--- config.mk ---
export PLATFORM = sky130hd
export DESIGN_NAME = csflog_top
export DESIGN_NICKNAME = d
export VERILOG_FILES = /design/src/rtl/csflog_top.v /design/src/rtl/csflog_channel.v
export VERILOG_INCLUDE_DIRS = /design/src /design/src/rtl
export SDC_FILE = /design/constraint.sdc
export NUM_CORES = 1
export LEC_CHECK = 0
export BUFFER_PORTS_ARGS = -buffer_cell sky130_fd_sc_hd__buf_2
export CELL_PAD_IN_SITES_DETAIL_PLACEMENT = 1
export CELL_PAD_IN_SITES_GLOBAL_PLACEMENT = 2
export CORE_MARGIN = 3
export CORE_UTILIZATION = 30
export CTS_CLUSTER_DIAMETER = 80
export DETAILED_ROUTE_END_ITERATION = 10
export GPL_TIMING_DRIVEN = 0
export PLACE_DENSITY = 0.89
export SLEW_MARGIN = 20
export SYNTH_ARGS = -nofsm -noshare
export SYNTH_HDL_FRONTEND = slang
export SYNTH_HIERARCHICAL = 1
export SYNTH_SLANG_ARGS = --single-unit
--- constraint.sdc ---
create_clock -name CLK -period 1.4 [get_ports CLK]
set_input_delay 0.28 -clock CLK [delete_from_list [all_inputs] [get_ports CLK]]
set_output_delay 0.28 -clock CLK [all_outputs]
set_load 0.05 [all_outputs]
--- src/rtl/csflog_map.vh ---
// Register offsets, field positions and reset values for the channel status and fault log bank
`ifndef CSFLOG_MAP_VH
`define CSFLOG_MAP_VH
`define CSFLOG_ADDR_CH1_STATUS 8'hD2
`define CSFLOG_ADDR_CH1_FAULT  8'hD3
`define CSFLOG_ADDR_CH2_STATUS 8'hD6
`define CSFLOG_ADDR_CH2_FAULT  8'hD7
`define CSFLOG_BIT_FET_ON      7
`define CSFLOG_BIT_GPIN        6
`define CSFLOG_BIT_SHORT       5
`define CSFLOG_BIT_ENABLE      4
`define CSFLOG_BIT_PWR_BAD     3
`define CSFLOG_BIT_OVERCUR     2
`define CSFLOG_BIT_UNDERV      1
`define CSFLOG_BIT_OVERV       0
`define CSFLOG_FAULT_MASK      8'h3F
`define CSFLOG_FAULT_RESET     8'h00
`define CSFLOG_UNMAPPED_READ   8'h00
`endif

--- src/rtl/csflog_top.v ---
// Top of the two-channel status and fault log register bank
// Status byte: 7 pass transistor on, 6 general pin, 5 short live, 4 enabled,
// 3 power bad, 2 overcurrent, 1 undervoltage, 0 overvoltage.
// Fault byte: 7:6 read zero, 5 down to 0 are the sticky flags in the same order, bit 4 an enable change.
// Reads answer one cycle later; a read and a write of one byte in a cycle return the old value.
//
`timescale 1ns/100ps
`default_nettype none
`include "csflog_map.vh"
module csflog_top (
  input  wire       CLK,
  input  wire       SYS_RST,
  input  wire       REG_WR,
  input  wire       REG_RD,
  input  wire [7:0] REG_ADDR,
  input  wire [7:0] REG_WDATA,
  output reg  [7:0] REG_RDATA,
  output reg        REG_RVALID,
  input  wire       CH1_PASS_TRANSISTOR_ON,
  input  wire       GENERAL_PIN_ONE,
  input  wire       CH1_SHORT_DETECT,
  input  wire       CHANNEL_ONE_ENABLE_PIN_N,
  input  wire       CH1_POWER_FEEDBACK_INPUT,
  input  wire       CH1_OVERCURRENT,
  input  wire       CH1_UNDERVOLTAGE_INPUT,
  input  wire       CH1_OVERVOLTAGE_INPUT,
  input  wire       CH2_PASS_TRANSISTOR_ON,
  input  wire       GENERAL_PIN_TWO,
  input  wire       CH2_SHORT_DETECT,
  input  wire       CHANNEL_TWO_ENABLE_PIN_N,
  input  wire       CH2_POWER_FEEDBACK_INPUT,
  input  wire       CH2_OVERCURRENT,
  input  wire       CH2_UNDERVOLTAGE_INPUT,
  input  wire       CH2_OVERVOLTAGE_INPUT,
  output wire [7:0] CH1_FAULT_LOG,
  output wire [7:0] CH2_FAULT_LOG
);
  wire [7:0] ch1_status;
  wire [7:0] ch2_status;
  wire [7:0] ch1_fault;
  wire [7:0] ch2_fault;
  wire       sel_ch1_status;
  wire       sel_ch1_fault;
  wire       sel_ch2_status;
  wire       sel_ch2_fault;
  wire       ch1_fault_wr;
  wire       ch2_fault_wr;
  reg  [7:0] next_rdata;
  reg  [7:0] next_rdata_hold;
  reg        next_rvalid;

  ////////////////////////////////////////////////////////////////
  // Exact byte compare; the bank is sparse, so a partial decode would alias other bytes
  function addr_hit;
    input [7:0] addr;
    input [7:0] target;
    begin
      addr_hit = (addr == target);
    end
  endfunction

  // Picks one byte by its select; nothing selected reads as zero
  function [7:0] pick_byte;
    input       hit_s1;
    input       hit_f1;
    input       hit_s2;
    input       hit_f2;
    input [7:0] s1;
    input [7:0] f1;
    input [7:0] s2;
    input [7:0] f2;
    begin
      if (hit_s1) begin
        pick_byte = s1;
      end else if (hit_f1) begin
        pick_byte = f1;
      end else if (hit_s2) begin
        pick_byte = s2;
      end else if (hit_f2) begin
        pick_byte = f2;
      end else begin
        pick_byte = `CSFLOG_UNMAPPED_READ;
      end
    end
  endfunction

  ////////////////////////////////////////////////////////////////
  assign sel_ch1_status = addr_hit(REG_ADDR, `CSFLOG_ADDR_CH1_STATUS);
  assign sel_ch1_fault  = addr_hit(REG_ADDR, `CSFLOG_ADDR_CH1_FAULT);
  assign sel_ch2_status = addr_hit(REG_ADDR, `CSFLOG_ADDR_CH2_STATUS);
  assign sel_ch2_fault  = addr_hit(REG_ADDR, `CSFLOG_ADDR_CH2_FAULT);

  // Writes to status addresses are dropped, the bytes are read-only
  assign ch1_fault_wr = REG_WR & sel_ch1_fault;
  assign ch2_fault_wr = REG_WR & sel_ch2_fault;

  assign CH1_FAULT_LOG = ch1_fault;
  assign CH2_FAULT_LOG = ch2_fault;

  csflog_channel u_ch1 (
    .clk                  (CLK),
    .rst                  (SYS_RST),
    .fet_on               (CH1_PASS_TRANSISTOR_ON),
    .general_pin          (GENERAL_PIN_ONE),
    .short_detect         (CH1_SHORT_DETECT),
    .enable_pin_n         (CHANNEL_ONE_ENABLE_PIN_N),
    .power_feedback_input (CH1_POWER_FEEDBACK_INPUT),
    .overcurrent          (CH1_OVERCURRENT),
    .undervoltage_input   (CH1_UNDERVOLTAGE_INPUT),
    .overvoltage_input    (CH1_OVERVOLTAGE_INPUT),
    .fault_wr             (ch1_fault_wr),
    .fault_wdata          (REG_WDATA),
    .status               (ch1_status),
    .fault                (ch1_fault)
  );

  csflog_channel u_ch2 (
    .clk                  (CLK),
    .rst                  (SYS_RST),
    .fet_on               (CH2_PASS_TRANSISTOR_ON),
    .general_pin          (GENERAL_PIN_TWO),
    .short_detect         (CH2_SHORT_DETECT),
    .enable_pin_n         (CHANNEL_TWO_ENABLE_PIN_N),
    .power_feedback_input (CH2_POWER_FEEDBACK_INPUT),
    .overcurrent          (CH2_OVERCURRENT),
    .undervoltage_input   (CH2_UNDERVOLTAGE_INPUT),
    .overvoltage_input    (CH2_OVERVOLTAGE_INPUT),
    .fault_wr             (ch2_fault_wr),
    .fault_wdata          (REG_WDATA),
    .status               (ch2_status),
    .fault                (ch2_fault)
  );

  ////////////////////////////////////////////////////////////////
  always @* begin
    next_rdata = pick_byte(sel_ch1_status, sel_ch1_fault, sel_ch2_status, sel_ch2_fault,
                           ch1_status, ch1_fault, ch2_status, ch2_fault);
    next_rvalid = REG_RD;
    // Without a read strobe the last byte stands, so a slow host may fetch it late
    if (REG_RD) begin
      next_rdata_hold = next_rdata;
    end else begin
      next_rdata_hold = REG_RDATA;
    end
  end

  // Read data is registered so the byte is a clean snapshot of the live bits
  always @(posedge CLK or posedge SYS_RST) begin
    if (SYS_RST) begin
      REG_RDATA  <= 8'h00;
      REG_RVALID <= 1'b0;
    end else begin
      REG_RVALID <= next_rvalid;
      REG_RDATA  <= next_rdata_hold;
    end
  end
endmodule
`default_nettype wire

--- src/rtl/csflog_channel.v ---
// One channel: live status byte and sticky fault log byte
`timescale 1ns/100ps
`default_nettype none
`include "csflog_map.vh"
module csflog_channel (
  input  wire       clk,
  input  wire       rst,
  input  wire       fet_on,
  input  wire       general_pin,
  input  wire       short_detect,
  input  wire       enable_pin_n,
  input  wire       power_feedback_input,
  input  wire       overcurrent,
  input  wire       undervoltage_input,
  input  wire       overvoltage_input,
  input  wire       fault_wr,
  input  wire [7:0] fault_wdata,
  output wire [7:0] status,
  output reg  [7:0] fault
);
  reg        prev_en_n;
  reg        prev_fb;
  reg        prev_uv;
  reg        prev_ov;
  reg        primed;
  wire [7:0] events;
  wire [7:0] next_fault;

  ////////////////////////////////////////////////////////////////
  assign status[`CSFLOG_BIT_FET_ON]  = fet_on;
  assign status[`CSFLOG_BIT_GPIN]    = general_pin;
  assign status[`CSFLOG_BIT_SHORT]   = short_detect;
  assign status[`CSFLOG_BIT_ENABLE]  = ~enable_pin_n;
  assign status[`CSFLOG_BIT_PWR_BAD] = ~power_feedback_input;
  assign status[`CSFLOG_BIT_OVERCUR] = overcurrent;
  assign status[`CSFLOG_BIT_UNDERV]  = ~undervoltage_input;
  assign status[`CSFLOG_BIT_OVERV]   = overvoltage_input;

  ////////////////////////////////////////////////////////////////
  // Edge detectors are held off until the first sample after reset, so power-up is no event
  assign events[7:6] = 2'b00;
  assign events[`CSFLOG_BIT_SHORT]   = short_detect & ~fet_on;
  assign events[`CSFLOG_BIT_ENABLE]  = primed & (enable_pin_n ^ prev_en_n);
  assign events[`CSFLOG_BIT_PWR_BAD] = primed & prev_fb & ~power_feedback_input;
  assign events[`CSFLOG_BIT_OVERCUR] = overcurrent;
  assign events[`CSFLOG_BIT_UNDERV]  = primed & prev_uv & ~undervoltage_input;
  assign events[`CSFLOG_BIT_OVERV]   = primed & ~prev_ov & overvoltage_input;

  // Set wins over a host write of zero in the same cycle
  assign next_fault = ((fault_wr ? fault_wdata : fault) | events) & `CSFLOG_FAULT_MASK;

  always @(posedge clk or posedge rst) begin
    if (rst) begin
      fault     <= `CSFLOG_FAULT_RESET;
      prev_en_n <= 1'b1;
      prev_fb   <= 1'b1;
      prev_uv   <= 1'b1;
      prev_ov   <= 1'b0;
      primed    <= 1'b0;
    end else begin
      fault     <= next_fault;
      prev_en_n <= enable_pin_n;
      prev_fb   <= power_feedback_input;
      prev_uv   <= undervoltage_input;
      prev_ov   <= overvoltage_input;
      primed    <= 1'b1;
    end
  end
endmodule
`default_nettype wire

==> results of run 1 <==
==> Yosys cell counts (all sizes together) <==
cell type  number  area [um2]
o21ai           2        10.0
xor2            2        17.5
o32a            8        80.1
mux2i          12         120
nor3b           8        60.1
nor3            2        10.0
buf            20         165
clkbuf          1        3.75
inv            20        75.1
conb            4        15.0
nand2           4        17.5
dfstp           6         158
and4bb          1        12.5
a31o            4        35.0
a211o           2        17.5
o22ai           8        56.3
a221o           2        20.0
nand3b          2        15.0
dfrtp          25         626
mux2            4        60.1
nand3           1        17.5
nor2b          12        90.1
nand2b          1        6.26
==> power groups by stage <==
stage                     combinational, W  clock [W]  sequential [W]
after CTS                         0.000303   0.000948        0.000937
after floorplan                   0.000170          0        0.000972
after global routing              0.000326   0.000990        0.000938
final                             0.000299   0.000925        0.000936
after global placement            0.000287          0        0.000951
after detailed placement          0.000292          0        0.000953
==> stage by stage <==
stage          power (W)  utilization, %  hold WS (ns)  instance area (um2)  setup slack [ns]
6_report         0.00216            42.9        0.0978                 2260           -0.0100
2_1_floorplan    0.00114               -         0.108                 1710            -0.228
3_5_place_dp     0.00125            38.9         0.299                 2050            -0.501
4_1_cts          0.00219            42.4        0.0977                 2230          -0.00962
5_1_grt          0.00225            42.9        0.0946                 2260           -0.0461
3_3_place_gp     0.00124            38.9         0.289                 2050            -0.489
==> worst max-delay path: stages <==
cell	delay, ns
buf_6	0.09
and4bb_2	0.31
nand3_4	0.09
nor3_2	0.18
buf_6	0.16
mux2_4	0.30
a31o_1	0.18
==> metal layers <==
layer | wire length, um | global-route usage, %
met3 | 248 | 3.33
met5 | 0 | 0
met4 | 72 | 5.57
met2 | 2350 | 27.4
met1 | 2130 | 18.0
==> final cells by class <==
type                       instances  area (um2)  share of cell area, %
sequential                        31         783                   34.6
multi-input combinational         81         678                   30.0
timing repair buffer              61         352                   15.5
buffer                            21         169                   7.47
tap                               70        87.6                   3.87
clock buffer                       6        82.6                   3.65
inverter                          20        75.1                   3.32
clock inverter                     2        35.0                   1.55
==> logic make-up after synthesis <==
logic type	synth area share (%)
XOR/XNOR	1.04
multiplexers	10.7
AO/OA/AOI/OAI	13.0
flip-flops	46.4
AND/OR/NAND/NOR	13.6
buffers and inverters	14.5
other	0.889
==> worst max-delay path by stage <==
stage | slack [ns] | end | start | cells past startpoint
6_report | -0.01 | u_ch2/fault[3] | REG_ADDR[3] | 7
2_1_floorplan | -0.23 | u_ch2/fault[1] | REG_ADDR[3] | 6
5_1_grt | -0.05 | u_ch2/fault[3] | REG_ADDR[3] | 7
3_3_place_gp | -0.49 | u_ch2/fault[1] | REG_ADDR[1] | 7
3_5_place_dp | -0.50 | u_ch2/fault[3] | REG_ADDR[1] | 7
4_1_cts | -0.01 | u_ch2/fault[3] | REG_ADDR[3] | 7
==> flip-flops by register name, summed over array words and instances, names as in the netlist <==
register / count
REG_RDATA: 8
u_ch1/fault: 6
u_ch2/fault: 6
REG_RVALID: 1
u_ch1/prev_en_n: 1
u_ch1/prev_fb: 1
u_ch1/prev_ov: 1
u_ch1/prev_uv: 1
u_ch1/primed: 1
u_ch2/prev_en_n: 1
u_ch2/prev_fb: 1
u_ch2/prev_ov: 1
u_ch2/prev_uv: 1
u_ch2/primed: 1
==> what timing repair did <==
action | CTS | global route
setup endpoints to repair | 6 | 4
setup buffers | 5 | 4
gates resized for setup | 4 | 0
pin swaps | 1 | 0
endpoints found under the hold margin | 8 | 0
hold buffers | 1 | 0
==> results.toml, run 1 <==
[global_route]
antenna_found_initial = 0
gr-usage-all-layers_pct = 15.4
grt_pass1_vias = 1465
grt_max_degree = 12
grt-ovfl-total = 0
grt_pass1_wl_um = 7390

[critical_path]
crit_required_ns = 1.57
crit_path_start_kind = "input pin"
rrSetupSlack_ns = 0.35
crit_path_max_fanout = 5
rr_endpoint = "u_ch2/fault[4]"
r2r-start = "u_ch2/prev_en_n"
critPathKind = "input pin to register"
cp_data_arrival_time_ns = 1.58
critPathCaptureType = "register"
r2r_cells = 2

[die]
num_rows = 26
die_x_um = 81.0
floorplan.initialDensity_pct = 32.0
coreArea_mm2 = 0.00527
design.die.area_mm2 = 0.00656
die_h_um = 81.0
io_pins = 61

[timing]
fin_skew_ns = 0.00784
setup_ws_ns = -0.0100
worstMarginPinSlew_ns = 0.538
setup_violations = 1
fmax_mhz = 709
finalCritPeriodShare_pct = 101
period_needed_ns = 1.41
finalHoldViolations = 0
relSlewSlack_pct = 64.1
setup_tns_ns = -0.0100
drv_slew = 0
rsz0062_at_grt = "yes"

[clocking]
worstSkewPairLatency_ns = 0.28
htree_levels = 2
cts_buffers = 5
cts-root-buf = "clkbuf_8"
clk_pin_slew_worst_paths_ns = 0.07
ctsLongestPathBuffers = 2
cts_sinks = 31
cts_tree = "done"

[final_layout]
stdcell_count = 292
area_delta_synth_final_pct = 34.0
final_cell_mix = "48 x buf_2, 25 x dfrtp_1, 25 x buf_4"
layout_commonest_cell = "buf_2"
finalNetCount = 257
layout-drive-gt1-share_pct = 47.7
fillers = 627
antenna_cells = 0

[placement]
dpl.cell_count = 274
place_congestion = 0.768
port_buffers = 51
hpwlAfterDp_um = 3470

[hold_path]
min_to = "u_ch1/prev_uv"
hp-start = "CH1_UNDERVOLTAGE_INPUT"
worst_hold_path.num_cells = 1
hp-class = "input pin to register"

[route]
ant_nets = 0
drt-total-wl_um = 4800
routedWlPerCell_um = 16.4
vias = 1341
drc_errors = 0
via_per_inst = 4.59
first_pass_iters = 4
first_iter_violations = 38

[power_and_ir_drop]
p_sw_w = 0.000529
p_clk_share_pct = 42.8
intPower_w = 0.00163
switching_share_pct = 24.5
vdd_ir_drop_max_uv = 478
seq_power_share_pct = 43.3
p_leak_nw = 1.03
p_per_area_mw_per_mm2 = 955
comb_power_share_pct = 13.9

[status]
outcome = "complete, but fails checks"
violations = "setup timing"

[logic_synthesis]
syn_area_per_cell_um2 = 11.2
ys_warn_count = 6
synth_seq_cells = 31
synth_cells = 151
ys_types = 27
ys_seq_area_share_pct = 46.4
syn_area_mm2 = 0.00169

[flow_run]
cap_viol_max_count = 0
Note: power is estimated with default switching activity, not from simulation.
==> inputs of run 2 (changes only) <==
--- a/config.mk
+++ b/config.mk
@@ -6,15 +6,17 @@
 export SDC_FILE = /design/constraint.sdc
 export NUM_CORES = 1
 export LEC_CHECK = 0
+export ABC_AREA = 1
 export BUFFER_PORTS_ARGS = -buffer_cell sky130_fd_sc_hd__buf_2
 export CELL_PAD_IN_SITES_DETAIL_PLACEMENT = 1
 export CELL_PAD_IN_SITES_GLOBAL_PLACEMENT = 2
 export CORE_MARGIN = 3
-export CORE_UTILIZATION = 30
+export CORE_UTILIZATION = 28
+export CTS_BUF_LIST = sky130_fd_sc_hd__clkbuf_8
 export CTS_CLUSTER_DIAMETER = 80
 export DETAILED_ROUTE_END_ITERATION = 10
 export GPL_TIMING_DRIVEN = 0
-export PLACE_DENSITY = 0.89
+export PLACE_DENSITY = 0.91
 export SLEW_MARGIN = 20
 export SYNTH_ARGS = -nofsm -noshare
 export SYNTH_HDL_FRONTEND = slang
==> run 2 against run 1 <==
The flow now finishes without violations. Core utilization fell by 4.4 points. Via count rose by 19%. Clock power fell by 26%. Worst setup slack improved by 0.15 ns. Largest power group unchanged. Power fell by 7.4%. Critical path depth rose by 4. Fmax rose by 12%. Sequential power rose by 2.2%. Sequential share of layout area rose by 0.96 points. Wire length rose by 2.1%. Non-clock buffer count fell by 5. Synthesized cell count rose by 42%.
==> results.toml, run 2 <==
[status]
outcome = "finished, final reports clean"

[clocking]
htree_levels = 2
cts_tree = "done"
clk_pin_slew_worst_paths_ns = 0.07
worstSkewPairLatency_ns = 0.28
cts_buffers = 5
cts_sinks = 31
cts-root-buf = "clkbuf_8"
ctsLongestPathBuffers = 2

[logic_synthesis]
synth_most_common_cell = "nand3_1"
netlist_top_cells_area = "dfrtp_1 36%, nand3_1 15%, dfstp_2 9.2%"
ys_warn_count = 6
syn_area_per_cell_um2 = 8.00
synth_top_area_share_pct = 36.4
synth_edf_count = 0
synth-async-reset-ratio_pct = 100
ys_seq_area_share_pct = 45.5
ys.flop_type = "dfrtp_1"
syn_area_mm2 = 0.00172
ys_types = 20
synth.largest_area_cell = "dfrtp_1"
synth_seq_cells = 31
synthTopCellsByCount = "53 x nand3_1, 36 x nand2_1, 27 x nor2_1, 25 x dfrtp_1, 19 x inv_1"
synth_cells = 215

[hold_path]
hp-class = "input pin to register"

[critical_path]
critPathCaptureType = "register"
slowest_delay_ns = 0.19
crit_start = "REG_ADDR[5]"
path_depth = 11
cp_data_arrival_time_ns = 1.43
cp-endpoint = "u_ch1/fault[4]"
crit_path_start_kind = "input pin"
rr_endpoint = "REG_RDATA[0]"
crit_path_top_delay_cell = "nor2_4"
rrSetupSlack_ns = 0.51
critical_path_buf_inv_count = 4
r2r-start = "u_ch1/fault[0]"
cp_top_family = "simple AND/OR/NAND/NOR gates"
crit_required_ns = 1.57
cp_cell_sequence = "buf_2 -> inv_1 -> nand2_2 -> nor2_4 -> buf_6 -> nand3_1 -> nor3_2 -> buf_6 -> nand2_1 -> o21ai_1 -> nand2_1"
r2r_cells = 4
crit_path_max_fanout = 10
critPathKind = "input pin to register"

[die]
io_pins = 61
num_rows = 27
die_h_um = 84.4
design.die.area_mm2 = 0.00712
coreArea_mm2 = 0.00571
floorplan.initialDensity_pct = 30.1
die_x_um = 84.4

[final_layout]
stdcell_area_mm2 = 0.00220
layout_commonest_cell = "nand3_1"
largest_register_ffs = 8
top_regs = "REG_RDATA x8, u_ch1/fault x6, u_ch2/fault x6"
finalNetCount = 316
layout-drive-gt1-share_pct = 38.1
top_register = "REG_RDATA"
antenna_cells = 0
final_cell_mix = "53 x nand3_1, 52 x buf_2, 36 x nand2_1"
area_delta_synth_final_pct = 27.9
fillers = 735

[route]
first_pass_iters = 4
drt-total-wl_um = 4900
via_per_inst = 4.52
first_iter_violations = 43
routedWlPerCell_um = 13.9
drc_errors = 0
ant_nets = 0
vias = 1596

[timing]
finalCritPeriodShare_pct = 89.7
fmax_mhz = 796
setup_violations = 0
finalHoldViolations = 0
fin_skew_ns = 0.00875
drv_slew = 0
period_needed_ns = 1.26
setup_ws_ns = 0.144
whs_ns = 0.100

[global_route]
grt_max_degree = 12
grt_pass1_wl_um = 8140
grt_pass1_vias = 1673
gr-usage-all-layers_pct = 14.4
grt-ovfl-total = 0
antenna_found_initial = 0

[flow_run]
cap_viol_max_count = 0

[power_and_ir_drop]
p_per_area_mw_per_mm2 = 909
vdd_ir_drop_max_uv = 488
p_leak_nw = 1.10
totalPowerFinal_w = 0.00200

[placement]
port_buffers = 52
hpwlAfterDp_um = 3940
preCtsSetupSlack_ns = -0.225
dpl-instance-area_mm2 = 0.00208
place_congestion = 0.846
run 2: worst min-delay path by stage:
stage | startpoint | end | cells after the start
floorplan | SYS_RST | REG_RDATA[0] | 1
global placement | SYS_RST | REG_RDATA[2] | 2
detailed placement | SYS_RST | REG_RDATA[4] | 2
CTS | CH1_POWER_FEEDBACK_INPUT | u_ch1/prev_fb | 1
global route | CH2_POWER_FEEDBACK_INPUT | u_ch2/prev_fb | 1
finish | CH1_POWER_FEEDBACK_INPUT | u_ch1/prev_fb | 1
run 2: repair_timing:
item,4_1_cts,5_1_grt
gates resized for setup,0,1
hold buffers,1,0
endpoints found under the hold margin,9,0
setup endpoints to repair,0,6
setup buffers,0,3
run 2: worst register-to-register path, delay by kind of cell, from the launching register on:
kind          cells  cell delay, ns
flops             1            0.41
simple gates      4            0.38
run 2: cell type report:
| class | count | area, um2 | area share (%) |
|---|---|---|---|
| sequential | 31 | 783 | 35.6 |
| multi-input combinational | 143 | 682 | 31.0 |
| timing repair buffer | 56 | 293 | 13.3 |
| buffer | 21 | 180 | 8.19 |
| tap | 72 | 90.1 | 4.09 |
| inverter | 22 | 87.6 | 3.98 |
| clock buffer | 5 | 68.8 | 3.13 |
| clock inverter | 3 | 16.3 | 0.739 |
run 2: where the power goes:
part | switching (W) | internal [W] | total [W]
clock network | 0.000347 | 0.000340 | 0.000686
logic | 0.000238 | 0.000119 | 0.000357
registers | 0.0000187 | 0.000938 | 0.000957
total | 0.000603 | 0.00140 | 0.00200
run 2: logic make-up after synthesis:
| logic type | share of synthesized area [%] |
|---|---|
| AOI/OAI and AO/OA | 2.18 |
| buffers and inverters | 15.6 |
| DFF | 45.5 |
| other | 0.872 |
| and+or+nand+nor | 35.9 |
run 2: metal layers:
| layer | global-route usage [%] | share of wire (%) | vias to the layer above |
|---|---|---|---|
| li1 | - | - | 789 |
| met1 | 18.9 | 46 | 761 |
| met2 | 23.6 | 48 | 42 |
| met3 | 3.73 | 6.1 | 4 |
| met4 | 3.45 | 0.71 | 0 |
| met5 | 0 | 0 | - |
run 2: per-stage QoR:
stage | setup TNS (ns) | instances | utilization (%)
floorplan | 0 | 217 | -
global placement | -1.88 | 341 | 36.4
detailed placement | -2.04 | 341 | 36.4
CTS | 0 | 350 | 38.1
global route | -0.0167 | 353 | 38.5
finish | 0 | 353 | 38.5
==> inputs of run 3 (changes only) <==
--- a/config.mk
+++ b/config.mk
@@ -11,12 +11,12 @@
 export CELL_PAD_IN_SITES_DETAIL_PLACEMENT = 1
 export CELL_PAD_IN_SITES_GLOBAL_PLACEMENT = 2
 export CORE_MARGIN = 3
-export CORE_UTILIZATION = 28
+export CORE_UTILIZATION = 25
 export CTS_BUF_LIST = sky130_fd_sc_hd__clkbuf_8
 export CTS_CLUSTER_DIAMETER = 80
 export DETAILED_ROUTE_END_ITERATION = 10
 export GPL_TIMING_DRIVEN = 0
-export PLACE_DENSITY = 0.91
+export PLACE_DENSITY = 0.86
 export SLEW_MARGIN = 20
 export SYNTH_ARGS = -nofsm -noshare
 export SYNTH_HDL_FRONTEND = slang
==> constraint.sdc (replaced) <==
create_clock -name CLK -period 1.05 [get_ports CLK]
set_input_delay 0.21 -clock CLK [delete_from_list [all_inputs] [get_ports CLK]]
set_output_delay 0.21 -clock CLK [all_outputs]
set_load 0.05 [all_outputs]
==> run 3 against run 2 <==
The flow now finishes with violations (setup timing). Combinational power increased by 58%. Final area increased by 19%. Sequential cell count unchanged. Power increased by 37%. Clock power increased by 31%. Count of clock-buffer cells in the layout unchanged. Sequential share of layout area decreased by 5.6 points. Critical path depth unchanged. Cell count increased by 6.5%. Sequential power increased by 34%.
==> results.toml, run 3 (synthesis results as in run 2) <==
[status]
outcome = "complete, but fails checks"
violations = "setup timing"

[final_layout]
finalNetCount = 334
final-seq-area_um2 = 783
final_cell_mix = "45 x nand3_1, 34 x buf_4, 30 x nand2_1, 30 x buf_2, 29 x buf_6"
layout-drive-gt1-share_pct = 48.5
fillers = 778
multi_input_area_um2 = 786
layout_commonest_cell = "nand3_1"
top_regs = "REG_RDATA x8, u_ch1/fault x6, u_ch2/fault x6"
largest_register_ffs = 8
top_register = "REG_RDATA"
antenna_cells = 0
area_delta_synth_final_pct = 51.9

[timing]
rsz0062_at_grt = "yes"
fmax_mhz = 908
finalHoldViolations = 0
setup_violations = 13
setup_ws_ns = -0.0513
whs_ns = 0.0305
finalCritPeriodShare_pct = 105
period_needed_ns = 1.10
drv_slew = 0
setup_tns_ns = -0.210
fin_skew_ns = 0.00521

[power_and_ir_drop]
p_per_area_mw_per_mm2 = 1050
vdd_ir_drop_max_uv = 729
p_leak_nw = 1.30
totalPowerFinal_w = 0.00275

[die]
design.die.area_mm2 = 0.00791
floorplan.initialDensity_pct = 26.5
coreArea_mm2 = 0.00649
die_x_um = 89.0
num_rows = 29
io_pins = 61
die_h_um = 89.0

[global_route]
grt-ovfl-total = 0
gr-usage-all-layers_pct = 15.0
grt_pass1_wl_um = 8880
grt_max_degree = 12
grt_pass1_vias = 1870
antenna_found_initial = 0

[route]
ant_nets = 0
via_per_inst = 4.52
drt-total-wl_um = 5510
first_pass_iters = 4
routedWlPerCell_um = 14.7
drc_errors = 0
vias = 1699
first_iter_violations = 37

[clocking]
worstSkewPairLatency_ns = 0.28
cts_buffers = 5
cts_sinks = 31
ctsLongestPathBuffers = 2
cts_tree = "done"
htree_levels = 2
clk_pin_slew_worst_paths_ns = 0.07
cts-root-buf = "clkbuf_8"

[critical_path]
crit_path_start_kind = "input pin"
cp-endpoint = "u_ch1/fault[3]"
slowest_delay_ns = 0.20
cp_data_arrival_time_ns = 1.27
critPathCaptureType = "register"
rr_endpoint = "REG_RDATA[0]"
crit_path_max_fanout = 7
cp_cell_sequence = "buf_8 -> inv_12 -> nand2_4 -> nor2_4 -> buf_6 -> nand3_2 -> nor3_2 -> buf_6 -> inv_8 -> nand2_1 -> nand3_2"
critPathKind = "input pin to register"
crit_required_ns = 1.22
r2r-start = "u_ch1/fault[0]"
r2r_cells = 5
crit_path_top_delay_cell = "nor3_2"
rrSetupSlack_ns = 0.06
crit_start = "REG_ADDR[5]"

[flow_run]
cap_viol_max_count = 0

[placement]
port_buffers = 52
hpwlAfterDp_um = 4150
place_congestion = 0.767
preCtsSetupSlack_ns = -0.469

[hold_path]
hp-class = "input pin to register"
==> run 3: cell types whose count changed in the layout (fill, tap and decap cells not counted), sizes merged <==
cell,before,now
buf,76,94
==> run 3: report_power, final <==
part | internal (W) | switching (W)
clock | 0.000453 | 0.000449
sequential | 0.00125 | 0.0000311
combinational | 0.000221 | 0.000344
total | 0.00193 | 0.000823
==> run 3: worst min-delay path by stage <==
| stage | from | endpoint | slack, ns | cells after the start |
|---|---|---|---|---|
| 6_report | CH1_UNDERVOLTAGE_INPUT | u_ch1/prev_uv | 0.03 | 1 |
| 5_1_grt | CH1_UNDERVOLTAGE_INPUT | u_ch1/prev_uv | 0.01 | 1 |
| 4_1_cts | CH2_UNDERVOLTAGE_INPUT | u_ch2/prev_uv | 0.02 | 1 |
| 3_3_place_gp | SYS_RST | REG_RDATA[4] | 0.22 | 2 |
| 3_5_place_dp | SYS_RST | REG_RDATA[4] | 0.23 | 2 |
| 2_1_floorplan | SYS_RST | REG_RDATA[0] | 0.04 | 1 |
==> run 3: critical path: cells and delay by family <==
kind | cells | cell delay (ns)
buf+inv | 5 | 0.51
simple gates | 6 | 0.54
==> run 3: stage by stage <==
stage	instances	utilization [%]	instance area [um2]
4_1_cts	371	37.8	2450
3_3_place_gp	346	32.5	2110
6_report	376	40.2	2610
2_1_floorplan	217	-	1760
5_1_grt	376	40.2	2610
3_5_place_dp	346	32.5	2110
==> run 3: timing repair <==
action	CTS	global route
setup endpoints to repair	33	37
hold buffers	1	0
pin swaps	2	7
resized for setup	41	33
hold endpoints to repair	25	0
setup buffers	16	5
==> run 3: final cells by class <==
type	count	share of cell area, %
sequential	31	30.0
buffer	21	6.90
multi-input combinational	143	30.1
clock buffer	5	2.63
inverter	22	4.02
timing repair buffer	74	22.1
tap	77	3.69
clock inverter	3	0.623
==> run 3: layer usage <==
layer,GRT usage [%],part of all wire (%),vias to the layer above
met1,17.7,40,820
met5,0,0,-
li1,-,-,824
met3,3.78,5.7,8
met4,5.68,1.7,0
met2,26.2,52,47
